## src/hbi_defines.svh

```systemverilog
// Purpose: Constants for the host bus interface block
// Assumes: 40 MHz sys_clk
// Notes:   Register count, widths and grant delay of the bus interface
`ifndef HBI_DEFINES_SVH
`define HBI_DEFINES_SVH
`define HBI_REG_COUNT     16
`define HBI_SEL_W         4
`define HBI_AD_W          16
`define HBI_BYTE_W        8
`define HBI_ACK_DELAY     2'h2
`endif

```

## src/hbi_pkg.sv

```systemverilog
// Purpose: Types for the host bus interface block
// Assumes: Used with hbi_defines.svh
// Notes:   Master cycle phases as one-hot states
package hbi_pkg;
  typedef enum logic [4:0] {
    HBI_IDLE = 5'b0_0001,
    HBI_T1   = 5'b0_0010,
    HBI_T2   = 5'b0_0100,
    HBI_T3   = 5'b0_1000,
    HBI_T4   = 5'b1_0000
  } hbi_phase_t;
endpackage

```

## src/hbi_reg_mem.sv

```systemverilog
// Purpose: Sixteen-entry internal register store
// Assumes: Single clock, registered read data
// Notes:   Write and read share one select
`timescale 1ns/1ps
`include "hbi_defines.svh"
module hbi_reg_mem (
  input  wire logic                   sys_clk,
  input  wire logic                   rst,
  input  wire logic                   wr_en,
  input  wire logic [`HBI_SEL_W-1:0]  sel,
  input  wire logic [`HBI_BYTE_W-1:0] wr_data,
  output logic      [`HBI_BYTE_W-1:0] rd_data
);
  logic [`HBI_BYTE_W-1:0] mem_reg [`HBI_REG_COUNT];

  always_ff @(posedge sys_clk) begin
    if (wr_en) begin
      mem_reg[sel] <= wr_data;
    end
  end

  always_ff @(posedge sys_clk or posedge rst) begin
    if (rst) begin
      rd_data <= 8'h00;
    end else begin
      rd_data <= mem_reg[sel];
    end
  end
endmodule // hbi_reg_mem

```

## src/hbi_host_bus.sv

```systemverilog
// Purpose: Slave register port and master memory cycles of the host bus
// Assumes: All pin inputs are asynchronous to sys_clk
// Notes:   One master cycle runs t1..t4, one sys_clk per phase
`timescale 1ns/1ps
`include "hbi_defines.svh"
module hbi_host_bus (
  input  wire logic                  sys_clk,
  input  wire logic                  rst,
  input  wire logic                  chip_select_n,
  input  wire logic [`HBI_SEL_W-1:0] register_select_lines,
  input  wire logic                  slave_read_strobe_n,
  input  wire logic                  slave_write_strobe_n,
  input  wire logic                  address_strobe_zero_in,
  input  wire logic                  bus_grant,
  input  wire logic                  dma_active,
  input  wire logic [`HBI_AD_W-1:0]  muxed_addr_data_lines_in,
  input  wire logic                  mem_req,
  input  wire logic                  mem_write,
  input  wire logic                  word_mode,
  input  wire logic                  remote_write,
  input  wire logic [`HBI_AD_W-1:0]  mem_addr,
  input  wire logic [`HBI_AD_W-1:0]  mem_wdata,
  output logic      [`HBI_AD_W-1:0]  muxed_addr_data_lines_out,
  output logic      [`HBI_AD_W-1:0]  muxed_addr_data_lines_oe,
  output logic                       address_strobe_zero_out,
  output logic                       address_strobe_zero_oe,
  output logic                       master_read_strobe_n,
  output logic                       master_write_strobe_n,
  output logic                       master_strobe_oe,
  output logic                       port_latch_read_strobe_n,
  output logic                       access_grant_n,
  output logic      [`HBI_AD_W-1:0]  mem_rdata,
  output logic                       mem_done
);
  // Two-stage synchronisers for all pin inputs
  logic [5:0]  pin_s1_reg;
  logic [5:0]  pin_s2_reg;
  logic [3:0]  rsel_s1_reg;
  logic [3:0]  rsel_s2_reg;
  logic [15:0] ad_s1_reg;
  logic [15:0] ad_s2_reg;

  always_ff @(posedge sys_clk or posedge rst) begin
    if (rst) begin
      pin_s1_reg  <= 6'h3f;
      pin_s2_reg  <= 6'h3f;
      rsel_s1_reg <= 4'h0;
      rsel_s2_reg <= 4'h0;
      ad_s1_reg   <= 16'h0000;
      ad_s2_reg   <= 16'h0000;
    end else begin
      pin_s1_reg  <= {~bus_grant, dma_active, chip_select_n, slave_read_strobe_n, slave_write_strobe_n,
                      address_strobe_zero_in};
      pin_s2_reg  <= pin_s1_reg;
      rsel_s1_reg <= register_select_lines;
      rsel_s2_reg <= rsel_s1_reg;
      ad_s1_reg   <= muxed_addr_data_lines_in;
      ad_s2_reg   <= ad_s1_reg;
    end
  end

  logic grant_s;
  logic dma_s;
  logic cs_n_s;
  logic srd_n_s;
  logic swr_n_s;
  logic ads_s;
  assign grant_s = ~pin_s2_reg[5];
  assign dma_s   = pin_s2_reg[4];
  assign cs_n_s  = pin_s2_reg[3];
  assign srd_n_s = pin_s2_reg[2];
  assign swr_n_s = pin_s2_reg[1];
  assign ads_s   = pin_s2_reg[0];

  logic slave_mode;
  assign slave_mode = ~cs_n_s & ~dma_s;

  // Register select latch, flows while strobe high
  logic [3:0] rsel_reg;
  always_ff @(posedge sys_clk or posedge rst) begin
    if (rst) begin
      rsel_reg <= 4'h0;
    end else if (slave_mode && ads_s) begin
      rsel_reg <= rsel_s2_reg;
    end
  end

  // Previous strobe levels for edge detect
  logic swr_n_d_reg;
  logic srd_n_d_reg;
  always_ff @(posedge sys_clk or posedge rst) begin
    if (rst) begin
      swr_n_d_reg <= 1'b1;
      srd_n_d_reg <= 1'b1;
    end else begin
      swr_n_d_reg <= swr_n_s;
      srd_n_d_reg <= srd_n_s;
    end
  end

  logic wr_rise;
  assign wr_rise = slave_mode & swr_n_s & ~swr_n_d_reg;

  logic [7:0] rd_data;
  hbi_reg_mem u_mem (
    .sys_clk (sys_clk),
    .rst     (rst),
    .wr_en   (wr_rise),
    .sel     (rsel_reg),
    .wr_data (ad_s2_reg[7:0]),
    .rd_data (rd_data)
  );

  // Access grant after a short synchronising wait
  logic [1:0] ack_cnt_reg;
  logic       slave_busy;
  assign slave_busy = slave_mode & (~srd_n_s | ~swr_n_s);
  always_ff @(posedge sys_clk or posedge rst) begin
    if (rst) begin
      ack_cnt_reg    <= 2'h0;
      access_grant_n <= 1'b1;
    end else if (!slave_busy) begin
      ack_cnt_reg    <= 2'h0;
      access_grant_n <= 1'b1;
    end else if (ack_cnt_reg != `HBI_ACK_DELAY) begin
      ack_cnt_reg    <= ack_cnt_reg + 2'h1;
    end else begin
      access_grant_n <= 1'b0;
    end
  end

  // Master cycle phase machine
  hbi_pkg::hbi_phase_t phase_reg;
  always_ff @(posedge sys_clk or posedge rst) begin
    if (rst) begin
      phase_reg <= hbi_pkg::HBI_IDLE;
    end else begin
      case (phase_reg)
        hbi_pkg::HBI_IDLE: phase_reg <= (grant_s && mem_req) ? hbi_pkg::HBI_T1 : hbi_pkg::HBI_IDLE;
        hbi_pkg::HBI_T1:   phase_reg <= hbi_pkg::HBI_T2;
        hbi_pkg::HBI_T2:   phase_reg <= hbi_pkg::HBI_T3;
        hbi_pkg::HBI_T3:   phase_reg <= hbi_pkg::HBI_T4;
        default:           phase_reg <= hbi_pkg::HBI_IDLE;
      endcase
    end
  end

  logic start_cycle;
  logic in_data;
  assign start_cycle = (phase_reg == hbi_pkg::HBI_IDLE) && grant_s && mem_req;
  assign in_data = (phase_reg == hbi_pkg::HBI_T1) || (phase_reg == hbi_pkg::HBI_T2);

  logic wr_cyc_reg;
  logic word_reg;
  logic rem_reg;
  logic [15:0] addr_reg;
  logic [15:0] wdata_reg;
  always_ff @(posedge sys_clk or posedge rst) begin
    if (rst) begin
      wr_cyc_reg <= 1'b0;
      word_reg   <= 1'b0;
      rem_reg    <= 1'b0;
      addr_reg   <= 16'h0000;
      wdata_reg  <= 16'h0000;
    end else if (start_cycle) begin
      wr_cyc_reg <= mem_write;
      word_reg   <= word_mode;
      rem_reg    <= remote_write & mem_write;
      addr_reg   <= mem_addr;
      wdata_reg  <= mem_wdata;
    end
  end

  // Bus drive: t1 address, then data per mode
  always_ff @(posedge sys_clk or posedge rst) begin
    if (rst) begin
      muxed_addr_data_lines_out <= 16'h0000;
      muxed_addr_data_lines_oe  <= 16'h0000;
    end else if (start_cycle) begin
      muxed_addr_data_lines_out <= mem_addr;
      muxed_addr_data_lines_oe  <= 16'hffff;
    end else if (phase_reg == hbi_pkg::HBI_T1) begin
      if (word_reg) begin
        muxed_addr_data_lines_out <= wdata_reg;
        muxed_addr_data_lines_oe  <= {16{wr_cyc_reg & ~rem_reg}};
      end else begin
        muxed_addr_data_lines_out <= {addr_reg[15:8], wdata_reg[7:0]};
        muxed_addr_data_lines_oe  <= {8'hff, {8{wr_cyc_reg & ~rem_reg}}};
      end
    end else if (in_data) begin
      muxed_addr_data_lines_out <= muxed_addr_data_lines_out;
    end else if (phase_reg == hbi_pkg::HBI_T3) begin
      muxed_addr_data_lines_out <= 16'h0000;
      muxed_addr_data_lines_oe  <= 16'h0000;
    end else if (slave_mode && !srd_n_s && !access_grant_n) begin
      muxed_addr_data_lines_out <= {8'h00, rd_data};
      muxed_addr_data_lines_oe  <= 16'h00ff;
    end else begin
      muxed_addr_data_lines_out <= 16'h0000;
      muxed_addr_data_lines_oe  <= 16'h0000;
    end
  end

  // Address strobe out and master strobes
  always_ff @(posedge sys_clk or posedge rst) begin
    if (rst) begin
      address_strobe_zero_out  <= 1'b0;
      address_strobe_zero_oe   <= 1'b0;
      master_read_strobe_n     <= 1'b1;
      master_write_strobe_n    <= 1'b1;
      master_strobe_oe         <= 1'b0;
      port_latch_read_strobe_n <= 1'b1;
    end else begin
      address_strobe_zero_out  <= start_cycle;
      address_strobe_zero_oe   <= grant_s;
      master_strobe_oe         <= grant_s;
      master_write_strobe_n    <= ~(in_data & wr_cyc_reg);
      master_read_strobe_n     <= ~(in_data & ~wr_cyc_reg);
      port_latch_read_strobe_n <= ~(in_data & rem_reg);
    end
  end

  always_ff @(posedge sys_clk or posedge rst) begin
    if (rst) begin
      mem_rdata <= 16'h0000;
      mem_done  <= 1'b0;
    end else begin
      mem_done <= (phase_reg == hbi_pkg::HBI_T4);
      // Synced bus lags two cycles: t4 sees the t2 sample
      if (phase_reg == hbi_pkg::HBI_T4 && !wr_cyc_reg) begin
        mem_rdata <= word_reg ? ad_s2_reg : {8'h00, ad_s2_reg[7:0]};
      end
    end
  end

  a_grant_strobes: assert property (@(posedge sys_clk) disable iff (rst)
    !grant_s |=> !master_strobe_oe) else $error("master strobes driven without grant");
  a_t1_address: assert property (@(posedge sys_clk) disable iff (rst)
    start_cycle |=> (muxed_addr_data_lines_out == $past(mem_addr)) && address_strobe_zero_out)
    else $error("address not driven in t1");
  a_write_low: assert property (@(posedge sys_clk) disable iff (rst)
    (phase_reg == hbi_pkg::HBI_T1 && wr_cyc_reg) |=> !master_write_strobe_n [*2] ##1 master_write_strobe_n)
    else $error("write strobe timing wrong");
  a_read_dir: assert property (@(posedge sys_clk) disable iff (rst)
    !(master_read_strobe_n == 1'b0 && master_write_strobe_n == 1'b0)) else $error("both strobes low");
  a_slave_upper: assert property (@(posedge sys_clk) disable iff (rst)
    (phase_reg == hbi_pkg::HBI_IDLE && $past(phase_reg) == hbi_pkg::HBI_IDLE)
    |-> muxed_addr_data_lines_oe[15:8] == 8'h00) else $error("upper byte driven in slave");
  a_byte_addr: assert property (@(posedge sys_clk) disable iff (rst)
    (phase_reg == hbi_pkg::HBI_T1 && !word_reg) |=> muxed_addr_data_lines_out[15:8] == addr_reg[15:8])
    else $error("high address byte lost");
  a_port_strobe: assert property (@(posedge sys_clk) disable iff (rst)
    !port_latch_read_strobe_n |-> !master_write_strobe_n) else $error("port strobe outside write");
  a_ack_wait: assert property (@(posedge sys_clk) disable iff (rst)
    $rose(slave_busy) |-> access_grant_n [*3]) else $error("grant too early");
  a_slave_drive: assert property (@(posedge sys_clk) disable iff (rst)
    (phase_reg == hbi_pkg::HBI_IDLE && !start_cycle && slave_mode && !srd_n_s && !access_grant_n)
    |=> (muxed_addr_data_lines_oe == 16'h00ff) && (muxed_addr_data_lines_out[7:0] == $past(rd_data)))
    else $error("register data not driven on low byte");
  a_sel_flow: assert property (@(posedge sys_clk) disable iff (rst)
    (slave_mode && ads_s) |=> rsel_reg == $past(rsel_s2_reg))
    else $error("select latch not transparent");
  a_sel_hold: assert property (@(posedge sys_clk) disable iff (rst)
    !(slave_mode && ads_s) |=> $stable(rsel_reg))
    else $error("select latch changed while closed");
  a_ack_release: assert property (@(posedge sys_clk) disable iff (rst)
    !slave_busy |=> access_grant_n)
    else $error("grant held without strobe");
  a_word_data: assert property (@(posedge sys_clk) disable iff (rst)
    (phase_reg == hbi_pkg::HBI_T1 && word_reg && wr_cyc_reg && !rem_reg)
    |=> (muxed_addr_data_lines_oe == 16'hffff) && (muxed_addr_data_lines_out == $past(wdata_reg)))
    else $error("word data not on all lines");
  a_remote_float: assert property (@(posedge sys_clk) disable iff (rst)
    (phase_reg == hbi_pkg::HBI_T1 && rem_reg) |=> muxed_addr_data_lines_oe[7:0] == 8'h00)
    else $error("low byte driven during remote write");
  a_read_low: assert property (@(posedge sys_clk) disable iff (rst)
    (phase_reg == hbi_pkg::HBI_T1 && !wr_cyc_reg) |=> !master_read_strobe_n [*2] ##1 master_read_strobe_n)
    else $error("read strobe timing wrong");
  a_addr_strobe: assert property (@(posedge sys_clk) disable iff (rst)
    (phase_reg != hbi_pkg::HBI_T1) |-> !address_strobe_zero_out)
    else $error("address strobe outside t1");
endmodule // hbi_host_bus

```

## config.mk

```make
export PLATFORM = sky130hd
export DESIGN_NAME = hbi_host_bus
export DESIGN_NICKNAME = d
export VERILOG_FILES = /design/src/hbi_pkg.sv /design/src/hbi_reg_mem.sv /design/src/hbi_host_bus.sv
export VERILOG_INCLUDE_DIRS = /design/src
export SDC_FILE = /design/constraint.sdc
export NUM_CORES = 1
export LEC_CHECK = 0
export ABC_CLOCK_PERIOD_IN_PS = 5200
export BUFFER_PORTS_ARGS = -buffer_cell sky130_fd_sc_hd__buf_2
export CELL_PAD_IN_SITES_DETAIL_PLACEMENT = 1
export CELL_PAD_IN_SITES_GLOBAL_PLACEMENT = 1
export CORE_UTILIZATION = 48
export CTS_CLUSTER_DIAMETER = 120
export DETAILED_ROUTE_END_ITERATION = 12
export MAX_ROUTING_LAYER = met4
export PLACE_DENSITY = 0.76
export SLEW_MARGIN = 20
export SYNTH_ARGS = -nofsm -noshare
export SYNTH_HDL_FRONTEND = slang
export SYNTH_SLANG_ARGS = --single-unit
```

## constraint.sdc

```tcl
create_clock -name sys_clk -period 5.2 [get_ports sys_clk]
set_input_delay 0 -clock sys_clk [delete_from_list [all_inputs] [get_ports sys_clk]]
set_output_delay 0 -clock sys_clk [all_outputs]
set_load 0.02 [all_outputs]
```

==> flow_metrics.tcl <==
set metrics [dict create \
    crit_type "reg2reg" \
    cts_buffers 28 \
    slew_violations 0 \
    rows 52 \
    path_buf_inv 0 \
    yosys_warnings 0 \
    crit_cells 4 \
    crit_path_end "u_mem.mem_reg[0][3]$_DFFE_PP_" \
    synth_area_um2 9861 \
    yosys.area.top_type_share_pct 38.98 \
    cp.required_ps 5360 \
    syn_area_per_cell_um2 15.75 \
    synthesis.instances 626 \
    finalCritPeriodShare_pct 57.04 \
    io_buffers 119 \
    synth_area_leader_cell "edfxtp_1" \
    antenna_found_initial 1 \
    gp_congestion 0.8243 \
    vias_per_cell 5.377 \
    largest_reg_flops 128 \
    power.switching_uw 1207 \
    p_int_uw 3660 \
    arrival_ps 3120 \
    start_kind "flip-flop" \
    cts_max_level 1 \
    coreArea_um2 20170 \
    cts_tree "built" \
    ant_nets 0 \
    cp-end-kind "flip-flop" \
    synth_fa_ha_area_share_pct 0.1269 \
    fin_util_pct 60.02 \
    syn_nets 691 \
    crit_start "pin_s2_reg[1]$_DFF_PP1_" \
    areaGrowthSynthToFinish_pct 22.78 \
    synth_edf_count 128 \
    cp_max_fo 8 \
    postLayoutSetupSlackWorst_ps 2234 \
    outcome "finished, final reports clean" \
    hold_class "in2reg" \
    drc 0 \
    overflow 0 \
    ys_async_sr_fraction_pct 52.24 \
    mostFrequentLayoutCells "128 x edfxtp_1, 125 x nand2_1, 121 x dfrtp_1" \
    grt_start_max_net_pins 94 \
    synthXorXnorAreaFrac_pct 0.1776 \
    crit_family "simple AND/OR/NAND/NOR gates" \
    ys_ff_latch 268 \
    crit_chain "nor4b_1, nor2b_1, nand2b_1, nor3_1" \
    dr.pass1.iters 4 \
    slew_headroom_pct 29.50 \
    cts_setup_buffers 0 \
    fin_skew_ps 12.40 \
    insertion_delay_ps 540 \
    r2r-start "pin_s2_reg[1]$_DFF_PP1_" \
    layout_commonest_cell "edfxtp_1" \
    initialDrtViolationCount 283 \
    drive_gt1_share_pct 30.81 \
    min_period_ps 2966 \
    grtUsageTotal_pct 23.83 \
    clockBufferDepth 3 \
    drt-wirelength-per-cell_um 21.53 \
    hold_buffers 63 \
    power_density_nw_per_um2 402.0 \
    via_count 5856 \
    setup_tns_ps 0 \
    seq_power_share_pct 50.5 \
    grt_pass1_wl_um 37360 \
    swShare_pct 24.81 \
    combPwrFrac_pct 10.5 \
    muxShareOfSynthArea_pct 9.745 \
    pin_count 120 \
    first_global_vias 6626 \
    worst_slew_pin_slew_ps 1049 \
    hold_viol 0 \
    synth_cell_types 43 \
    clockRootBuffer "clkbuf_16" \
    timing.fmax_mhz 337.1 \
    cts.sinks 268 \
    synth_top_family_by_area "multiplexers" \
    ir_drop_uv 267.1 \
    worst_r2r_endpoint "u_mem.mem_reg[0][3]$_DFFE_PP_" \
    fillers 1908 \
    slowest_stage "nor3_1" \
    drt_wl_total_um 23440 \
    fin_nets 861 \
    synth-simple-area-share_pct 8.375 \
    cts.repair.resized 0 \
    path_clk_slew_ps 60 \
    synth-compound-area-share_pct 3.946 \
    p_clk_share_pct 39.1 \
    dieArea_um2 21120 \
    place_ws_ps 2137 \
    cap_violations 0 \
    dieHeight_um 145.3 \
    r2r_slack_ps 2230 \
    setup_violations 0 \
    start_util_pct 48.89 \
    ff2ff_path_depth 4 \
    hpwl_um 13960 \
    synth-main-ff-cell "edfxtp_1" \
    synth_area_leaders "edfxtp_1 39%, dfrtp_1 31%, mux4_2 7.3%" \
    crit_path_max_incr_delay_ps 830 \
    p_leak_uw 0.005065 \
    grt_setup_unrepaired "false" \
    fp.dieW_um 145.3 \
    ys_seq_area_share_pct 74.74 \
]
-- power groups by stage --
stage / Combinational, uW / Clock [uW] / Sequential (uW)
6_report: 509 / 1900 / 2460
5_1_grt: 556 / 2020 / 2470
4_1_cts: 507 / 1940 / 2450
3_5_place_dp: 463 / 0 / 2490
3_3_place_gp: 442 / 0 / 2480
2_1_floorplan: 348 / 0 / 2450
-- per-layer routing --
| metal | track usage (%) | up-vias | share of wire, % |
|---|---|---|---|
| li1 | - | 2600 | - |
| met1 | 29.11 | 3004 | 41 |
| met2 | 39.71 | 191 | 51 |
| met3 | 4.107 | 61 | 4.5 |
| met4 | 9.579 | 0 | 3.5 |
| met5 | - | - | 0 |
-- cells by family after synthesis --
family,after synthesis
buffers and inverters,52
flip-flops,268
multiplexers,52
AND/OR/NAND/NOR,193
XOR/XNOR,2
AO/OA/AOI/OAI,58
adder cells (fa/ha/maj),1
-- cells in the mapped netlist (6+ instances only) --
| master | instances |
|---|---|
| a221oi_1 | 9 |
| buf_2 | 6 |
| nor3_1 | 6 |
| o21ai_0 | 10 |
| nand2_1 | 125 |
| mux2_2 | 16 |
| mux4_2 | 32 |
| inv_1 | 6 |
| edfxtp_1 | 128 |
| a22oi_1 | 17 |
| a31oi_1 | 8 |
| buf_4 | 15 |
| clkbuf_1 | 17 |
| dfrtp_1 | 122 |
| a21oi_1 | 10 |
| nor2_1 | 37 |
| dfstp_2 | 18 |
-- worst register-to-register path: cells and delay by family (launching register included) --
family / cells / cell delay, ps
DFF: 1 / 550
and+or+nand+nor: 4 / 2040
-- through the flow --
| step | instances | instance area (um^2) | total power [uW] | hold slack [ps] |
|---|---|---|---|---|
| 2_1_floorplan | 626 | 9861 | 2801 | 4.478 |
| 3_3_place_gp | 973 | 10560 | 2920 | 106.6 |
| 3_5_place_dp | 973 | 10560 | 2954 | 108.3 |
| 4_1_cts | 1088 | 12090 | 4897 | 75.48 |
| 5_1_grt | 1089 | 12110 | 5048 | 88.81 |
| 6_report | 1089 | 12110 | 4867 | 96.36 |
-- final cells by class --
cell class	count	area [um^2]	area share [%]
Sequential cell	268	7371	60.88
Multi-Input combinational cell	306	2222	18.35
Timing Repair Buffer	185	1249	10.31
Clock buffer	37	789.5	6.521
Tap cell	270	337.8	2.790
Clock inverter	15	103.9	0.8578
Inverter	7	31.28	0.2584
Antenna cell	1	2.502	0.02067
-- worst min path at each step --
stage                                    endpoint  cells past startpoint  slack (ps)                         from
after CTS                  ad_s1_reg[0]$_DFF_PP0_                      2          80  muxed_addr_data_lines_in[0]
after detailed placement  pin_s1_reg[4]$_DFF_PP1_                      1         110                   dma_active
final                      ad_s1_reg[3]$_DFF_PP0_                      2         100  muxed_addr_data_lines_in[3]
after floorplan           pin_s1_reg[0]$_DFF_PP1_                      0           4       address_strobe_zero_in
after global routing       ad_s1_reg[4]$_DFF_PP0_                      2          90  muxed_addr_data_lines_in[4]
after global placement    pin_s1_reg[0]$_DFF_PP1_                      1         110       address_strobe_zero_in
Power figures use the tool's default switching activity.
